File: src/design/tefs_defines.svh
/*
 * Offsets, field positions, reset values and timing counts of the event,
 * fault and status block. Assumes inclusion by bare name, once or more.
 */
`ifndef TEFS_DEFINES_SVH
`define TEFS_DEFINES_SVH

// Register indices; the byte address is four times the index.
`define TEFS_IDX_EVA      8'h08
`define TEFS_IDX_EVB      8'h09
`define TEFS_IDX_IEN      8'h0C
`define TEFS_IDX_FLG      8'h0D
`define TEFS_IDX_STA      8'h0E
`define TEFS_IDX_FMA      8'h10
`define TEFS_IDX_CMD      8'h18
`define TEFS_IDX_CTL      8'h19
`define TEFS_IDX_CMPBH    8'h1A

// Event control fields.
`define TEFS_EV_CFG_HI    7
`define TEFS_EV_CFG_LO    6
`define TEFS_EV_POL       4
`define TEFS_EV_ACT       2
`define TEFS_EV_TRIG      0
`define TEFS_EV_MASK      8'hD5

// Interrupt enable and flag bits.
`define TEFS_IRQ_TRB      3
`define TEFS_IRQ_TRA      2
`define TEFS_IRQ_OVF      0
`define TEFS_IRQ_MASK     8'h0D

// Status bits.
`define TEFS_ST_ACTB      7
`define TEFS_ST_ACTA      6
`define TEFS_ST_COMMAND_READY    1
`define TEFS_ST_ENABLE_READY     0

// Command strobe bits.
`define TEFS_CMD_LDEOC    0
`define TEFS_CMD_LDNOW    1
`define TEFS_CMD_RST      2
`define TEFS_CMD_CAPA     3
`define TEFS_CMD_CAPB     4
`define TEFS_CMD_DISABLE_AT_CYCLE_END_STROBE   7

// Control bits.
`define TEFS_CTL_EN       0
`define TEFS_CTL_AUTO     1
`define TEFS_CTL_RUN_DURING_BREAK   2

`define TEFS_FMA_MASK     8'h0F
`define TEFS_RST_VAL      8'h00

// Filter run length and the crossing latency into the timer domain.
`define TEFS_FILT_LEN     4
`define TEFS_SYNC_LAT     3'h3

`endif

File: src/design/tefs_pkg.sv
/*
 * Types of the event, fault and status block.
 * Assumes nothing of its surroundings.
 */
package tefs_pkg;

    typedef enum logic [1:0] {
        TEFS_CFG_NONE,
        TEFS_CFG_FILTER,
        TEFS_CFG_ASYNC,
        TEFS_CFG_RESERVED
    } tefs_cfg_e;

    typedef enum logic [3:0] {
        TEFS_FM_NONE,
        TEFS_FM_JUMP_OPPOSITE_AND_HOLD,
        TEFS_FM_RUN_OPPOSITE_AND_HOLD,
        TEFS_FM_RUN_OPPOSITE_WHILE_FAULTED,
        TEFS_FM_ALL_OFF_KEEP_PERIOD,
        TEFS_FM_ALL_OFF_RUN_DEADTIME,
        TEFS_FM_ALL_OFF_JUMP_AND_HOLD,
        TEFS_FM_ALL_OFF_AWAIT_SOFTWARE,
        TEFS_FM_EDGE_STOP_NEXT_CYCLE,
        TEFS_FM_EDGE_STOP_KEEP_PERIOD,
        TEFS_FM_LEVEL_STOP_KEEP_PERIOD
    } tefs_fmode_e;

    // Decoded fault response: stop one, stop all, jump, hold, keep period.
    typedef logic [4:0] tefs_resp_t;

endpackage

File: src/design/tefs_event_fault_status.sv
/*
 * Event inputs, fault and capture qualification, interrupt flags and
 * synchronisation status of a control timer, as an APB slave.
 * Assumes event pins are asynchronous, waveform and cycle-end signals come
 * from timer logic on pclk, and the counter itself lives elsewhere.
 */
// What this block does
// - Filtered input changes only after four equal consecutive samples.
// - Filtered capture occurs four cycles after the unfiltered capture would.
// - Async option drives the fault output straight from the pin.
// - Config field 7:6: 0 plain, 1 filter, 2 asynchronous.
// - Polarity bit 4: 0 falling/low active, 1 rising/high active.
// - Action bit 2: 0 fault only, 1 fault and capture.
// - Bit 0 enables event as trigger; first register A, second B.
// - Enable bits 3 and 2 gate trigger B and trigger A requests.
// - Enable bit 0 gates the cycle-end interrupt request.
// - Trigger flags set on trigger or capture of their input.
// - Cycle-end flag bit 0 sets at every timer cycle end.
// - Writing one clears a flag; writing zero leaves it.
// - Activity bits 7 and 6 set on any level change of B and A.
// - Command-ready rises after sync; cleared by a command strobe in bits 4:0 or auto-load.
// - Enable-ready rises after sync; cleared by enable write, disable strobe, break.
// - Fault modes 0 to 3: none, or stop output on opposite cycle variants.
// - Fault modes 4 to 7 stop all outputs with their continuation.
// - Modes 8, 9, 10: edge jump, edge keep period, level keep period.
// - Command strobes act only while no command sync is pending.
// - Enable and disable strobe change only while no enable sync runs.
`timescale 1ns/10ps
`default_nettype none
`include "tefs_defines.svh"

module tefs_event_fault_status
    import tefs_pkg::*;
(
    input  wire logic       pclk,            // APB and timer clock, 20 MHz
    input  wire logic       presetn,         // Asynchronous reset, active low
    input  wire logic       psel,            // APB select
    input  wire logic       penable,         // APB access phase
    input  wire logic       pwrite,          // APB direction, high is write
    input  wire logic [9:0] paddr,           // APB byte address
    input  wire logic [31:0] pwdata,         // APB write data
    output logic      [31:0] prdata,         // APB read data
    output logic            pready,          // APB ready
    output logic            pslverr,         // APB error on unmapped address
    input  wire logic       event_a_in,      // Event input A, asynchronous
    input  wire logic       event_b_in,      // Event input B, asynchronous
    input  wire logic       waveform_output_a, // Waveform A from timer logic
    input  wire logic       waveform_output_b, // Waveform B from timer logic
    input  wire logic       cycle_end,       // End-of-cycle pulse from counter
    input  wire logic       debug_break,     // Debugger halt level
    output logic            async_fault_a,   // Unclocked fault path A
    output logic            async_fault_b,   // Unclocked fault path B
    output logic            fault_a,         // Qualified fault level A
    output logic            fault_b,         // Qualified fault level B
    output logic            capture_a,       // Capture pulse A
    output logic            capture_b,       // Capture pulse B
    output logic [3:0]      fault_response_mode, // Fault mode of input A
    output tefs_resp_t      fault_response,  // Decoded fault response of A
    output logic            trigger_input_a_irq, // Trigger A request
    output logic            trigger_input_b_irq, // Trigger B request
    output logic            cycle_end_irq,   // Cycle-end request
    output logic            load_eoc_cmd,    // Load at cycle end, pulse
    output logic            load_now_cmd,    // Immediate load, pulse
    output logic            restart_cmd,     // Counter restart, pulse
    output logic            soft_capture_a_cmd, // Software capture A, pulse
    output logic            soft_capture_b_cmd, // Software capture B, pulse
    output logic            timer_enable     // Synchronised enable level
);

    function automatic tefs_resp_t fm_decode(input logic [3:0] m);
        return {m inside {4'h4, 4'h9, 4'hA}, m inside {4'h1, 4'h2, 4'h6, 4'h7},
                m inside {4'h1, 4'h6, 4'h8}, m inside {[4'h4:4'h7]},
                m inside {[4'h1:4'h3], [4'h8:4'hA]}};
    endfunction

    // Event path: 2-FF sync, optional run-length filter, polarity, edge.
    logic [7:0] eva_q, evb_q, ien_q, flg_q, fma_q, ctl_q;
    logic       acta_q, actb_q;
    logic [1:0] sa_q, sb_q;
    logic [2:0] ha_q, hb_q;
    logic       fa_q, fb_q, pa_q, pb_q;
    logic       wa_q, wb_q;

    always_ff @(posedge pclk or negedge presetn) begin
        if (!presetn) begin
            sa_q <= 2'h0;
            sb_q <= 2'h0;
            ha_q <= 3'h0;
            hb_q <= 3'h0;
        end else begin
            sa_q <= {sa_q[0], event_a_in};
            sb_q <= {sb_q[0], event_b_in};
            ha_q <= {ha_q[1:0], sa_q[1]};
            hb_q <= {hb_q[1:0], sb_q[1]};
        end
    end

    wire tefs_cfg_e cfg_a = tefs_cfg_e'(eva_q[`TEFS_EV_CFG_HI:`TEFS_EV_CFG_LO]);
    wire tefs_cfg_e cfg_b = tefs_cfg_e'(evb_q[`TEFS_EV_CFG_HI:`TEFS_EV_CFG_LO]);
    wire run_a = (ha_q == {3{sa_q[1]}});
    wire run_b = (hb_q == {3{sb_q[1]}});
    // Code 3 falls through to the plain path, as does code 0.
    wire sel_a = (cfg_a == TEFS_CFG_FILTER) ? fa_q : sa_q[1];
    wire sel_b = (cfg_b == TEFS_CFG_FILTER) ? fb_q : sb_q[1];
    wire act_lvl_a = (sel_a == eva_q[`TEFS_EV_POL]);
    wire act_lvl_b = (sel_b == evb_q[`TEFS_EV_POL]);
    wire edge_a = (sel_a != pa_q) && act_lvl_a;
    wire edge_b = (sel_b != pb_q) && act_lvl_b;
    wire trg_a = eva_q[`TEFS_EV_TRIG] && edge_a;
    wire trg_b = evb_q[`TEFS_EV_TRIG] && edge_b;
    wire cap_a = trg_a && eva_q[`TEFS_EV_ACT];
    wire cap_b = trg_b && evb_q[`TEFS_EV_ACT];

    always_ff @(posedge pclk or negedge presetn) begin
        if (!presetn) begin
            fa_q <= 1'b0;
            fb_q <= 1'b0;
            pa_q <= 1'b0;
            pb_q <= 1'b0;
        end else begin
            // Unfiltered edges are seen on the synchroniser output at once,
            // so the filter adds exactly its run length of delay.
            if (run_a) fa_q <= sa_q[1];
            if (run_b) fb_q <= sb_q[1];
            pa_q <= sel_a;
            pb_q <= sel_b;
        end
    end

    // The async path is deliberately combinational from the pin: it must
    // act on the outputs even with the clock stopped, at the cost of noise.
    assign async_fault_a = (cfg_a == TEFS_CFG_ASYNC) && eva_q[`TEFS_EV_TRIG]
                           && (event_a_in == eva_q[`TEFS_EV_POL]);
    assign async_fault_b = (cfg_b == TEFS_CFG_ASYNC) && evb_q[`TEFS_EV_TRIG]
                           && (event_b_in == evb_q[`TEFS_EV_POL]);

    // APB: one wait state, so every answer comes from a flip-flop.
    wire        acc   = psel && penable;
    wire        fire  = acc && pready;
    wire [7:0]  idx   = paddr[9:2];
    wire        wr    = fire && pwrite;
    wire [7:0]  wd    = pwdata[7:0];
    wire        hit   = (idx == `TEFS_IDX_EVA) || (idx == `TEFS_IDX_EVB) ||
                        (idx == `TEFS_IDX_IEN) || (idx == `TEFS_IDX_FLG) ||
                        (idx == `TEFS_IDX_STA) || (idx == `TEFS_IDX_FMA) ||
                        (idx == `TEFS_IDX_CMD) || (idx == `TEFS_IDX_CTL) ||
                        (idx == `TEFS_IDX_CMPBH);
    wire        w_eva = wr && (idx == `TEFS_IDX_EVA);
    wire        w_evb = wr && (idx == `TEFS_IDX_EVB);
    wire        w_ien = wr && (idx == `TEFS_IDX_IEN);
    wire        w_flg = wr && (idx == `TEFS_IDX_FLG);
    wire        w_sta = wr && (idx == `TEFS_IDX_STA);
    wire        w_fma = wr && (idx == `TEFS_IDX_FMA);
    wire        w_cmd = wr && (idx == `TEFS_IDX_CMD);
    wire        w_ctl = wr && (idx == `TEFS_IDX_CTL);
    wire        w_cbh = wr && (idx == `TEFS_IDX_CMPBH);

    // Command and enable crossings into the timer domain.
    logic [2:0] ccnt_q, ecnt_q;
    logic [4:0] cpend_q;
    logic       en_val_q, dis_pend_q, brk_q;
    wire        cmd_idle = (ccnt_q == 3'h0);
    wire        en_idle  = (ecnt_q == 3'h0) && !dis_pend_q;
    wire        cmd_take = (w_cmd && (wd[4:0] != 5'h00) ||
                            (w_cbh && ctl_q[`TEFS_CTL_AUTO])) && cmd_idle;
    wire        en_take  = w_ctl && en_idle;
    wire        dis_take = w_cmd && wd[`TEFS_CMD_DISABLE_AT_CYCLE_END_STROBE] && en_idle;
    wire        brk_hit  = debug_break && !brk_q && !ctl_q[`TEFS_CTL_RUN_DURING_BREAK];
    wire [2:0]  ccnt_m1  = ccnt_q - 3'h1;
    wire [2:0]  ecnt_m1  = ecnt_q - 3'h1;
    wire        cdone    = (ccnt_q == 3'h1);
    wire        edone    = (ecnt_q == 3'h1);

    always_ff @(posedge pclk or negedge presetn) begin
        if (!presetn) begin
            ccnt_q  <= `TEFS_SYNC_LAT;
            cpend_q <= 5'h00;
        end else if (cmd_take) begin
            ccnt_q  <= `TEFS_SYNC_LAT;
            cpend_q <= w_cmd ? wd[4:0] : 5'h01;
        end else if (ccnt_q != 3'h0) begin
            ccnt_q  <= ccnt_m1;
            if (cdone) cpend_q <= 5'h00;
        end
    end

    always_ff @(posedge pclk or negedge presetn) begin
        if (!presetn) begin
            ecnt_q     <= `TEFS_SYNC_LAT;
            en_val_q   <= 1'b0;
            dis_pend_q <= 1'b0;
            brk_q      <= 1'b0;
        end else begin
            brk_q <= debug_break;
            if (brk_hit) begin
                ecnt_q   <= `TEFS_SYNC_LAT;
                en_val_q <= 1'b0;
            end else if (en_take) begin
                ecnt_q   <= `TEFS_SYNC_LAT;
                en_val_q <= wd[`TEFS_CTL_EN];
            end else if (ecnt_q != 3'h0) begin
                ecnt_q <= ecnt_m1;
            end
            // Enable-ready stays low until the cycle end really disables.
            if (dis_take) dis_pend_q <= 1'b1;
            else if (cycle_end) dis_pend_q <= 1'b0;
        end
    end

    always_ff @(posedge pclk or negedge presetn) begin
        if (!presetn) begin
            timer_enable       <= 1'b0;
            load_eoc_cmd       <= 1'b0;
            load_now_cmd       <= 1'b0;
            restart_cmd        <= 1'b0;
            soft_capture_a_cmd <= 1'b0;
            soft_capture_b_cmd <= 1'b0;
        end else begin
            if (dis_pend_q && cycle_end) timer_enable <= 1'b0;
            else if (edone) timer_enable <= en_val_q;
            load_eoc_cmd       <= cdone && cpend_q[`TEFS_CMD_LDEOC];
            load_now_cmd       <= cdone && cpend_q[`TEFS_CMD_LDNOW];
            restart_cmd        <= cdone && cpend_q[`TEFS_CMD_RST];
            soft_capture_a_cmd <= cdone && cpend_q[`TEFS_CMD_CAPA];
            soft_capture_b_cmd <= cdone && cpend_q[`TEFS_CMD_CAPB];
        end
    end

    // Configuration registers.
    always_ff @(posedge pclk or negedge presetn) begin
        if (!presetn) begin
            eva_q <= `TEFS_RST_VAL;
            evb_q <= `TEFS_RST_VAL;
            ien_q <= `TEFS_RST_VAL;
            fma_q <= `TEFS_RST_VAL;
            ctl_q <= `TEFS_RST_VAL;
        end else begin
            if (w_eva) eva_q <= wd & `TEFS_EV_MASK;
            if (w_evb) evb_q <= wd & `TEFS_EV_MASK;
            if (w_ien) ien_q <= wd & `TEFS_IRQ_MASK;
            if (w_fma) fma_q <= wd & `TEFS_FMA_MASK;
            if (w_ctl) begin
                ctl_q[7:1] <= {5'h00, wd[`TEFS_CTL_RUN_DURING_BREAK], wd[`TEFS_CTL_AUTO]};
                if (en_take) ctl_q[`TEFS_CTL_EN] <= wd[`TEFS_CTL_EN];
            end
        end
    end

    // Flags: a hardware set in the same cycle as a clear wins.
    wire [7:0] flg_set = {4'h0, trg_b || cap_b, trg_a || cap_a, 1'b0,
                          cycle_end};
    wire [7:0] flg_clr = w_flg ? (wd & `TEFS_IRQ_MASK) : 8'h00;
    wire       tog_a   = waveform_output_a != wa_q;
    wire       tog_b   = waveform_output_b != wb_q;

    always_ff @(posedge pclk or negedge presetn) begin
        if (!presetn) begin
            flg_q  <= `TEFS_RST_VAL;
            acta_q <= 1'b0;
            actb_q <= 1'b0;
            wa_q   <= 1'b0;
            wb_q   <= 1'b0;
        end else begin
            flg_q  <= (flg_q & ~flg_clr) | flg_set;
            wa_q   <= waveform_output_a;
            wb_q   <= waveform_output_b;
            acta_q <= tog_a || (acta_q && !(w_sta && wd[`TEFS_ST_ACTA]));
            actb_q <= tog_b || (actb_q && !(w_sta && wd[`TEFS_ST_ACTB]));
        end
    end

    wire [7:0] sta = {actb_q, acta_q, 4'h0, cmd_idle, en_idle};
    wire [7:0] rmux = (idx == `TEFS_IDX_EVA) ? eva_q :
                      (idx == `TEFS_IDX_EVB) ? evb_q :
                      (idx == `TEFS_IDX_IEN) ? ien_q :
                      (idx == `TEFS_IDX_FLG) ? flg_q :
                      (idx == `TEFS_IDX_STA) ? sta   :
                      (idx == `TEFS_IDX_FMA) ? fma_q :
                      (idx == `TEFS_IDX_CTL) ? ctl_q : 8'h00;

    always_ff @(posedge pclk or negedge presetn) begin
        if (!presetn) begin
            pready  <= 1'b0;
            prdata  <= 32'h00000000;
            pslverr <= 1'b0;
        end else begin
            pready  <= acc && !pready;
            prdata  <= (acc && !pready && !pwrite) ? {24'h000000, rmux} : 32'h00000000;
            pslverr <= acc && !pready && !hit;
        end
    end

    // Registered event outputs and interrupt requests.
    always_ff @(posedge pclk or negedge presetn) begin
        if (!presetn) begin
            fault_a             <= 1'b0;
            fault_b             <= 1'b0;
            capture_a           <= 1'b0;
            capture_b           <= 1'b0;
            fault_response_mode <= 4'h0;
            fault_response      <= '0;
            trigger_input_a_irq <= 1'b0;
            trigger_input_b_irq <= 1'b0;
            cycle_end_irq       <= 1'b0;
        end else begin
            fault_a   <= eva_q[`TEFS_EV_TRIG] && act_lvl_a;
            fault_b   <= evb_q[`TEFS_EV_TRIG] && act_lvl_b;
            capture_a <= cap_a;
            capture_b <= cap_b;
            fault_response_mode <= fma_q[3:0];
            fault_response      <= fm_decode(fma_q[3:0]);
            trigger_input_a_irq <= flg_q[`TEFS_IRQ_TRA] && ien_q[`TEFS_IRQ_TRA];
            trigger_input_b_irq <= flg_q[`TEFS_IRQ_TRB] && ien_q[`TEFS_IRQ_TRB];
            cycle_end_irq <= flg_q[`TEFS_IRQ_OVF] && ien_q[`TEFS_IRQ_OVF];
        end
    end

endmodule
`default_nettype wire

File: config.mk
export PLATFORM = sky130hd
export DESIGN_NAME = tefs_event_fault_status
export DESIGN_NICKNAME = d
export VERILOG_FILES = /design/src/design/tefs_pkg.sv /design/src/design/tefs_event_fault_status.sv
export VERILOG_INCLUDE_DIRS = /design/src /design/src/design
export SDC_FILE = /design/constraint.sdc
export NUM_CORES = 1
export LEC_CHECK = 0
export ABC_CLOCK_PERIOD_IN_PS = 2900
export BUFFER_PORTS_ARGS = -buffer_cell sky130_fd_sc_hd__buf_2
export CAP_MARGIN = 20
export CORE_ASPECT_RATIO = 0.6
export CORE_UTILIZATION = 56
export DETAILED_ROUTE_END_ITERATION = 6
export GPL_TIMING_DRIVEN = 0
export HOLD_SLACK_MARGIN = 0.1
export PLACE_DENSITY = 0.95
export SKIP_CTS_REPAIR_TIMING = 1
export SYNTH_ARGS = -nofsm -noshare
export SYNTH_HDL_FRONTEND = slang
export SYNTH_SLANG_ARGS = --single-unit
File: constraint.sdc
create_clock -name pclk -period 2.9 [get_ports pclk]
set_input_delay 0.58 -clock pclk [delete_from_list [all_inputs] [get_ports pclk]]
set_output_delay 0.58 -clock pclk [all_outputs]
set_load 0.005 [all_outputs]
### After elaboration in Yosys (flattened, before gate mapping)

Cells that the tools add are included.
Widths: inputs -> output; s select.

| storage, ports and cells | value |
|---|---|
| bits in registers | 92 |
| output and inout bits | 58 |

| operators by class | value |
|---|---|
| $add $sub $neg | 2 |
| order comparisons | 6 |
| equality and inequality tests | 33 |
| multiplexer cells | 26 |
| bitwise gates (word level) | 3 |
| reduce and logical (&&, ||, !) cells | 90 |

Operators by type and width:

| kind | count |
|---|---|
| $logic_and 1x1->1 | 52 |
| $mux 8 | 6 |
| $eq 8x4->1 const B | 5 |
| $eq 8x5->1 const B | 4 |
| $mux 5 | 4 |
| $mux 3 | 6 |
| $reduce_bool 3->1 | 5 |
| $logic_or 1x1->1 | 13 |
| $eq 4x3->1 const B | 3 |
| $eq 4x4->1 const B | 3 |
| $reduce_bool 2->1 | 6 |
| $and 8x8->8 | 1 |
| $logic_not 1->1 | 8 |
| $mux 1 | 8 |
| $mux 4 | 2 |
| $not 4->8 | 1 |
| $or 8x4->8 | 1 |
| $eq 3x1->1 const B | 2 |
| $eq 3x3->1 | 2 |
| $logic_not 3->1 | 2 |
| $sub 3x1->3 const B | 2 |
| $reduce_bool 5->1 | 1 |
| $eq 1x1->1 | 4 |
| $eq 2x1->1 const B | 2 |
| other kinds (12) | 17 |

### Depth between registers and ports, before layout

Gate-level depths: netlist of run 1.

| logic depth | value |
|---|---|
| depth after elaboration | 11 |
| depth in mapped cells | 7 |

### Least setup slack after synthesis of run 1

No wires, ideal clock.

| timing path | value |
|---|---|
| path kind | in2reg |
| start | input port paddr[9] |
| end | register ctl_q[0] |
| setup time | 127 ps |
| arrival time | 2105 ps |
| path slack | 667 ps |
| stages on the path | 4 |
| buffers on the path | 0 |
| path through | or3b_4 -> or3_4 -> or3b_1 -> mux2_1 |

| between the ends | value |
|---|---|
| longest elaborated chain between the ends | 4 |

RTL lines:

| what | RTL line | RTL |
|---|---|---|
| start, declared | tefs_event_fault_status.sv:40 | `input wire logic [9:0] paddr,` |
| $eq 8x5->1 (no source line) * | - |  |
| $logic_and 1x1->1 * | tefs_event_fault_status.sv:155 | `` wire w_ctl = wr && (idx == `TEFS_IDX_CTL); `` |
| $logic_and 1x1->1 | tefs_event_fault_status.sv:166 | `wire en_take = w_ctl && en_idle;` |
| $reduce_and 2->1 (no source line) * | - |  |
| end signal, assigned | tefs_event_fault_status.sv:236 | `` ctl_q <= `TEFS_RST_VAL; `` |
| end signal, assigned by index | tefs_event_fault_status.sv:244 | `` if (en_take) ctl_q[`TEFS_CTL_EN] <= wd[`TEFS_CTL_EN]; `` |
| end, declared | tefs_event_fault_status.sv:77 | `logic [7:0] eva_q, evb_q, ien_q, flg_q, fma_q, ctl_q;` |

Mark *: on every way between the ends. The rest lies on a longest branch, timed or not.
A chain may end at the register's enable or synchronous reset.

### Worst setup path after layout of run 1

| timing path | value |
|---|---|
| start | input port paddr[3] |
| end | register prdata[0] |

| between the ends | value |
|---|---|
| longest elaborated chain between the ends | 9 |

RTL lines:

| what | RTL line | RTL |
|---|---|---|
| $eq 8x5->1 (no source line) | - |  |
| $mux 3 | tefs_event_fault_status.sv:279 | `` (idx == `TEFS_IDX_CTL) ? ctl_q : 8'h00; `` |
| $mux 4 | tefs_event_fault_status.sv:278 | `` (idx == `TEFS_IDX_FMA) ? fma_q : `` |
| $mux 8 | tefs_event_fault_status.sv:277 | `` (idx == `TEFS_IDX_STA) ? sta : `` |
| $mux 8 | tefs_event_fault_status.sv:276 | `` (idx == `TEFS_IDX_FLG) ? flg_q : `` |
| $mux 8 | tefs_event_fault_status.sv:275 | `` (idx == `TEFS_IDX_IEN) ? ien_q : `` |
| $mux 8 | tefs_event_fault_status.sv:274 | `` (idx == `TEFS_IDX_EVB) ? evb_q : `` |
| $mux 8 * | tefs_event_fault_status.sv:273 | `` wire [7:0] rmux = (idx == `TEFS_IDX_EVA) ? eva_q : `` |
| $mux 8 * | tefs_event_fault_status.sv:288 | `prdata <= (acc && !pready && !pwrite) ? {24'h000000, rmux} : 32'h00000000;` |
| end signal, assigned | tefs_event_fault_status.sv:288 |  |
| end, declared | tefs_event_fault_status.sv:42 | `output logic [31:0] prdata,` |

Marks and branches as above.

==> metrics.txt, run 1 <==
Lkg Pwr ~2.3 nW; crit-path max FO 10; filler cell count around 520; status finished, final reports clean; Skew-Pair Late Insertion Delay 0.34 ns; DRT iter0 DRCs roughly 150; TritonCTS clock tree built; Post-Route WL 8.24 mm; worst hold path class in -> async; worst reg2reg path depth 6; Peak Freq between 0.4 and 0.5 GHz; Syn-to-layout area delta 20.2%; Arr. time, crit path about 2.6 ns; Final Cell Area approximately 0.0047 sq mm; drt via density 5.39; multiplexer area fraction after synthesis 7.30%; n_diodes 0; average routed wire per standard cell roughly 15 um; startpoint types input port; XOR/XNOR share of the synthesized area 2.03%; max_cap viols 0; Max stage delay on crit path ~0.79 ns; ys flop type dfrtp_1; Worst R2R Start ecnt_q[0]; Worst-path clk slew approximately 0.060 ns; Final Critical Period between 2 and 2.5 ns; RePlAce Congestion ~0.9; Compound-Gate Fraction of Synth Area about 9.3%; PwrDens 587 mW/mm^2; H-tree levels 3; total grt overflow 0; setup violators final 0; Adder-Cell Fraction of Synth Area ~1.9%; Syn Area/Cell 11.2 sq um; Cell Chain, Critical Path buf_2 -> clkbuf_1 -> nor2b_1 -> nor3b_1 -> a21oi_1 -> o22a_1 -> nor4_1; Core Rows 23; Final Hold Viols 0; setup tns final 0 ns; CTS Buf Count 9; part of the power in registers 48.0%; worst vdd ir about 470 uV; combinational power share around 14%; Die H approximately 67 um; CTS max path bufs 2; num ports around 110; post-synthesis sequential area ratio between 50% and 60%; kind of critical path in -> reg; width of the die between 100 and 150 um; Slew HR approximately two fifths; Psw a little over 0.7 mW; Pint about 2.0 mW; Place WS between 0.2 and 0.3 ns; CP required roughly 3.1 ns; r2r setup slk 0.92 ns; sw frac ~26%; Post-Syn Area ~0.0039 sq mm; Slowest cell on crit path nor3b_1; largest net degree at the start of global routing between 50 and 60; Worst Setup End Kind register; Final period util about 82%; vias in the first global route 2,745; Placed Area approximately 0.0044 sq mm; clk_skew between 0.005 and 0.006 ns; Cells after Synth about 350; Yosys reg bits 86; Core Box Area around 0.0067 sq mm; PortBufs 56; Initial Util around 58%; main combinational cell family by area after synthesis simple AND/OR/NAND/NOR gates; Overall Global Routing Usage between 20% and 30%; count of different cell masters after synthesis 54; # nets final 499; Synth async-reset ratio between 90% and 100%; clock power share 38.4%; worst-margin pin slew a little over 0.9 ns; worst path buffer plus inverter count 2; die area 0.00730 sq mm; clock root cell clkbuf_16; ratio of cells with drive above 1 in the final layout a little under 30%; CP top delay family simple AND/OR/NAND/NOR gates; post-DP HPWL approximately 6.1 mm; antenna-violating nets left 0; routed vias around 2,900; Yosys warnings 0; Post-Synth Simple-Gate Area between 10% and 20%; worst setup margin between 0.5 and 0.6 ns; initial antenna violation count 0; Clock Sinks 86; Worst R2R End ctl_q[0]; DR pass1 iterations 4; DRC viols 0; first-pass GRT wire length ~13 mm; Slew Viols, Final 0; RSZ-0062 raised after global routing false; EDFF count, synth 0
-- how the worst max path moves through the flow --
| stage | startpoint | end | slack (ns) | cells after the start |
|---|---|---|---|---|
| 4_1_cts | paddr[3] | prdata[0] | 0.62 | 7 |
| 5_1_grt | paddr[3] | prdata[0] | 0.40 | 7 |
| 3_5_place_dp | paddr[3] | prdata[0] | 0.27 | 7 |
| 3_3_place_gp | paddr[3] | prdata[0] | 0.24 | 7 |
| 6_report | paddr[3] | prdata[0] | 0.53 | 7 |
| 2_1_floorplan | paddr[9] | ctl_q[0] | 0.67 | 4 |
-- sequential cells by signal (all words and copies together), names as in the netlist, 4 cells and up --
name	flops
cpend_q	5
prdata	7
fault_response_mode	4
eva_q	5
evb_q	5
fma_q	4
fault_response	5
-- stage by stage --
| step | hold slack (ns) | std cells | power (mW) | util, % |
|---|---|---|---|---|
| floorplan | 0.284 | 372 | 1.59 | - |
| global placement | 0.335 | 515 | 1.68 | 65.2 |
| detailed placement | 0.340 | 516 | 1.71 | 65.6 |
| CTS | 0.186 | 532 | 2.77 | 69.8 |
| global route | 0.210 | 532 | 2.87 | 69.8 |
| finish | 0.180 | 532 | 2.74 | 69.8 |
-- logic make-up after synthesis --
group                      Yosys count
and+or+nand+nor                    126
xor gates and xnor gates             9
other                                1
buffers and inverters               41
muxes                               26
DFF                                 86
AOI/OAI and AO/OA                   53
adders and majority gates            6
-- power groups by stage --
stage	clock [mW]	combinational (mW)	sequential (mW)
2_1_floorplan	0	0.262	1.33
3_3_place_gp	0	0.346	1.33
3_5_place_dp	0	0.375	1.34
4_1_cts	1.07	0.377	1.32
5_1_grt	1.12	0.429	1.33
6_report	1.05	0.374	1.32
-- cell usage in the layout, fill, tap and decap left out, drive strengths merged, types with 3 or more instances in the layout --
master / count
dfrtp: 82
buf: 82
nand2: 26
conb: 25
mux2: 19
nor2: 18
clkbuf: 17
a21oi: 14
o21ai: 14
nand2b: 13
nand3: 12
and2: 11
nor3: 11
inv: 9
nor2b: 9
mux2i: 7
xor2: 6
ha: 6
clkinv: 6
or3: 5
nor3b: 4
dfstp: 4
nor4: 3
nand3b: 3
a21o: 3
xnor2: 3
a31oi: 3
or3b: 3
-- synth_stat cells (2+ instances only) --
master    count  area [sq um]
a21o_1        3          22.5
a21oi_1      14          70.1
a22o_1        2          17.5
a22oi_1       2          15.0
a31oi_1       3          18.8
and2_1       11          68.8
and3_1        2          12.5
buf_4        25           188
clkbuf_1      7          26.3
dfrtp_1      82          2050
dfstp_2       4           105
ha_1          6          75.1
inv_1         9          33.8
mux2_2       18           203
mux2i_1       7          70.1
nand2_1      26          97.6
nand2b_1     13          81.3
nand3_1      12          60.1
nand3b_1      3          22.5
nor2_1       18          67.6
nor2b_1       9          56.3
nor3_1       10          50.1
nor3b_1       4          30.0
nor4_1        3          18.8
o21ai_0      14          70.1
o311a_1       2          20.0
or2_2         2          12.5
or3_1         4          25.0
xnor2_1       3          26.3
xor2_1        6          52.6
-- routing by layer --
metal / up-vias / track usage (%) / part of all wire [%]
met4: 0 / 8.83 / 1.3
li1: 1350 / - / -
met2: 79 / 40.6 / 49
met3: 10 / 7.34 / 5.7
met5: - / 0 / 0
met1: 1426 / 31.9 / 44
-- cell type report --
type / count / area, sq um / area share (%)
Buffer: 32 / 214 / 4.57
Inverter: 9 / 33.8 / 0.722
Tap cell: 87 / 109 / 2.33
Timing Repair Buffer: 57 / 310 / 6.63
Sequential cell: 86 / 2160 / 46.1
Clock buffer: 10 / 239 / 5.11
Multi-Input combinational cell: 245 / 1580 / 33.7
Clock inverter: 6 / 37.5 / 0.802
(Power assumes the default switching activity.)
==> run 2: changes to the inputs <==
- ABC_CLOCK_PERIOD_IN_PS: 2900 -> 2000
- CORE_UTILIZATION: 56 -> 47
- PLACE_DENSITY: 0.95 -> 0.86
- clock period: 2.9 -> 2 ns (I/O delays scaled with it)
==> metrics.txt, run 2 (synthesis results as in run 1) <==
status finished, final reports clean; Slew HR a little over 50%; Core Box Area 0.00795 sq mm; H-tree levels 3; Final period util 95.4%; Initial Util between 40% and 50%; Overall Global Routing Usage between 20% and 30%; Die H 72.5 um; Lkg Pwr about 2.4 nW; RSZ-0062 raised after global routing false; average routed wire per standard cell between 10 and 15 um; commonest non-fill, non-tap cell in the layout dfrtp_1; Final Critical Period 1.91 ns; filler cell count between 600 and 700; TritonCTS clock tree built; antenna-violating nets left 0; CTS max path bufs 2; Clock Sinks between 80 and 90; ratio of cells with drive above 1 in the final layout 30.3%; post-DP HPWL between 6 and 7 mm; total grt overflow 0; Final Hold Viols 0; combinational power share 13.9%; r2r setup slk approximately 0.12 ns; PwrDens ~830 mW/mm^2; Arr. time, crit path 2.13 ns; CTS Buf Count 9; Post-Route WL between 8 and 9 mm; Worst Setup SP paddr[3]; clock power share a little under two fifths; first-pass GRT wire length ~13 mm; n_diodes 0; worst vdd ir roughly 750 uV; routed vias between 2,000 and 3,000; Slowest cell on crit path nor3b_2; Worst path depth 7; PortBufs 56; clk_skew 0.00322 ns; num ports between 100 and 150; Skew-Pair Late Insertion Delay approximately 0.34 ns; DR pass1 iterations 5; Worst Setup EP prdata[0]; clock root cell clkbuf_16; die area roughly 0.0087 sq mm; Psw 0.998 mW; Core Rows 25; worst hold path class in -> reg; vias in the first global route about 2,700; CP required between 2 and 2.5 ns; Worst-path clk slew 0.06 ns; setup violators final 0; commonest cells after routing, fill and taps aside dfrtp_1, buf_2, buf_4; max_cap viols 0; worst reg2reg path depth 6; Hold Slack 0.182 ns; Worst R2R End ctl_q[0]; sw frac 25.2%; largest net degree at the start of global routing 46; Final Util between 50% and 60%; # nets final between 500 and 600; CP top delay family simple AND/OR/NAND/NOR gates; Peak Freq 0.524 GHz; Syn-to-layout area delta 22.2%; crit-path max FO 10; drt via density 5.09; kind of critical path in -> reg; hold path startpoint debug_break; Worst R2R Start ecnt_q[0]; Worst Setup End Kind register; Cell Chain, Critical Path buf_2 -> clkbuf_1 -> nor2b_1 -> nor3b_2 -> a21oi_1 -> o22a_1 -> nor4_2; setup tns final 0 ns; part of the power in registers about half; Max stage delay on crit path 0.49 ns; Largest register FFs 7; startpoint types input port; worst-margin pin slew approximately 0.73 ns; DRT iter0 DRCs 170; RePlAce Congestion between 0.9 and 1; worst path buffer plus inverter count 2; Largest Register prdata; width of the die between 100 and 150 um; DRC viols 0; Pint 2.96 mW; initial antenna violation count 0; power consumption approximately 4.0 mW; Slew Viols, Final 0
==> run 2: worst register-to-register path: stages (launching register included) <==
cell and delay (ns):
dfstp_2 0.37, inv_1 0.10, ha_1 0.20, nand2b_2 0.13, nor3_4 0.24, or3b_4 0.42, mux2_1 0.32
==> run 2: power groups by stage <==
| stage | Clock, mW | Combinational [mW] | Sequential, mW |
|---|---|---|---|
| 2_1_floorplan | 0 | 0.379 | 1.93 |
| 3_3_place_gp | 0 | 0.503 | 1.94 |
| 3_5_place_dp | 0 | 0.537 | 1.94 |
| 4_1_cts | 1.53 | 0.541 | 1.91 |
| 5_1_grt | 1.62 | 0.626 | 1.92 |
| 6_report | 1.49 | 0.550 | 1.91 |
==> run 2: cell type report <==
class | instances | area (sq um) | share of cell area [%]
clock buffer | 12 | 246 | 5.18
timing repair buffer | 61 | 335 | 7.05
clock inverter | 4 | 22.5 | 0.473
tap | 108 | 135 | 2.84
buffer | 32 | 215 | 4.52
inverter | 9 | 33.8 | 0.710
sequential | 86 | 2160 | 45.3
multi-input combinational | 245 | 1610 | 33.9
==> run 2: worst min-delay path by stage <==
stage	endpoint	slack [ns]	cells past startpoint
after floorplan	acta_q	0.10	0
after global placement	sa_q[1]	0.33	0
after detailed placement	sa_q[1]	0.34	0
after CTS	ctl_q[1]	0.06	1
after global routing	brk_q	0.18	1
final	brk_q	0.18	1
==> run 2: metal layers <==
metal | vias up | track usage, % | part of all wire, %
met3 | 12 | 7.15 | 9.2
met1 | 1353 | 25.7 | 43
met2 | 110 | 32.4 | 47
li1 | 1358 | - | -
met5 | - | 0 | 0
met4 | 0 | 7.64 | 1.1
==> run 2: metrics by stage <==
step	cells	worst slack, ns	instance area, sq um
2_1_floorplan	372	0.0196	3990
3_3_place_gp	536	-0.607	4400
3_5_place_dp	537	-0.574	4420
4_1_cts	553	-0.248	4690
5_1_grt	557	0.00429	4760
6_report	557	0.0910	4760
==> run 3: changes to the inputs <==
- CELL_PAD_IN_SITES_DETAIL_PLACEMENT: unset -> 1
- CELL_PAD_IN_SITES_GLOBAL_PLACEMENT: unset -> 1
- CORE_UTILIZATION: 47 -> 36
==> metrics.txt, run 3 (synthesis results as in run 1) <==
status complete, but fails checks; failing checks negative setup slack; Worst R2R Start ecnt_q[0]; CP required about 2.2 ns; CP top delay family simple AND/OR/NAND/NOR gates; Psw about 1.1 mW; Largest Register prdata; first-pass GRT wire length between 15 and 20 mm; largest net degree at the start of global routing 46; Final Critical Period slightly above 2 ns; clock power share around two fifths; Non-Filler Instances 582; PwrDens 877 mW/mm^2; Largest register FFs 7; die area about 0.011 sq mm; worst vdd ir slightly below 400 uV; part of the power in registers 45.4%; Peak Freq about 0.50 GHz; commonest non-fill, non-tap cell in the layout dfrtp_1; max_cap viols 0; RePlAce Congestion 0.844; TritonCTS clock tree built; antenna-violating nets left 0; Worst Setup SP paddr[9]; num ports 111; CTS max path bufs 2; Slew HR between 40% and 50%; average routed wire per standard cell 17.4 um; Syn-to-layout area delta 23.5%; top routing layer in use met4; Core Box Area 0.0102 sq mm; Pint between 3 and 4 mW; Register Area approximately 0.0022 sq mm; DRT iter0 DRCs roughly 130; CTS Buf Count 9; clk_skew between 0.005 and 0.006 ns; Skew-Pair Late Insertion Delay about 0.35 ns; clock root cell clkbuf_16; PortBufs 56; Lkg Pwr 2.37 nW; vias in the first global route just over 3,000; Post-Route WL between 10 and 15 mm; Cell Chain, Critical Path buf_2 -> or3b_4 -> nor4_1 -> a222oi_1 -> o32ai_1; Core Rows 28; combinational power share roughly 14%; Post-Route M1 WL between 4 and 5 mm; kind of critical path in -> reg; Slew Viols, Final 0; crit-path max FO 5; commonest cells after routing, fill and taps aside dfrtp_1, buf_2, buf_4; n_diodes 0; ratio of cells with drive above 1 in the final layout between 30 and 40%; Final Hold Viols 0; DRC viols 0; WL met3 just over 700 um; sw frac 26.9%; Initial Util approximately two fifths; WL met2 4.65 mm; worst hold path class in -> reg; Worst Setup End Kind register; drt via density approximately 5; setup violators final 1; filler cell count roughly 1,100; Clock Sinks between 80 and 90; # nets final approximately 500; initial antenna violation count 0; footprint of the multi-input gates 0.00161 sq mm; width of the die roughly 140 um; setup tns final -0.0109 ns; hold path startpoint debug_break; DP Cell Count 564; total grt overflow 0; worst setup margin -0.0109 ns; Arr. time, crit path around 2.2 ns; Die H about 83 um; worst path buffer plus inverter count 1; routed vias around 2,900; Worst-path clk slew about 0.070 ns; startpoint types input port; worst-margin pin slew 0.875 ns; RSZ-0062 raised after global routing true; post-DP HPWL roughly 7.4 mm; Final period util 101%; Slowest cell on crit path nor4_1; H-tree levels 3; DR pass1 iterations 4; Overall Global Routing Usage approximately a fifth; Max stage delay on crit path between 0.7 and 0.8 ns
==> run 3: per-layer routing <==
metal,global-route usage (%),vias to the layer above
met5,0,-
met4,7.11,0
met3,5.43,19
met2,30.9,98
met1,26.5,1453
li1,-,1355
==> run 3: final timing paths <==
check | to | slack (ns) | depth (start not counted)
worst min-delay path | brk_q | 0.17 | 1
max in group asynchronous | cpend_q[4] | 0.77 | 3
worst max-delay path | prdata[2] | -0.01 | 5
worst max register to register | ctl_q[0] | 0.10 | 6
worst min register to register | sa_q[1] | 0.35 | 0
min in group asynchronous | fault_response_mode[2] | 0.61 | 2
==> run 3: layout make-up <==
| type | count | share of cell area [%] |
|---|---|---|
| Clock buffer | 9 | 4.69 |
| Buffer | 32 | 4.45 |
| Multi-Input combinational cell | 245 | 33.4 |
| Inverter | 9 | 0.703 |
| Sequential cell | 86 | 44.9 |
| Timing Repair Buffer | 59 | 6.66 |
| Clock inverter | 7 | 1.69 |
| Tap cell | 135 | 3.51 |
==> run 3: per-stage QoR <==
stage / power (mW) / setup slack [ns] / hold slack [ns] / cell area [sq um] / utilization, %
finish: 4.22 / -0.0109 / 0.170 / 4810 / 47.2
global route: 4.44 / -0.107 / 0.166 / 4810 / 47.2
CTS: 4.25 / -0.0489 / 0.0600 / 4760 / 46.7
detailed placement: 2.51 / -0.415 / 0.336 / 4460 / 43.7
global placement: 2.45 / -0.394 / 0.333 / 4430 / 43.5
floorplan: 2.31 / 0.0196 / 0.104 / 3990 / -
==> run 3: worst reg2reg max path, stage by stage, from the launching register on <==
cell	delay (ns)
dfstp_2	0.37
inv_1	0.10
ha_1	0.23
nand2b_4	0.09
nor3_2	0.23
or3b_4	0.44
mux2_1	0.32
==> run 3: power by group through the flow <==
stage / combinational (mW) / clock (mW) / sequential (mW)
global route: 0.660 / 1.85 / 1.93
floorplan: 0.379 / 0 / 1.93
global placement: 0.514 / 0 / 1.94
detailed placement: 0.564 / 0 / 1.95
finish: 0.583 / 1.72 / 1.92
CTS: 0.568 / 1.77 / 1.92
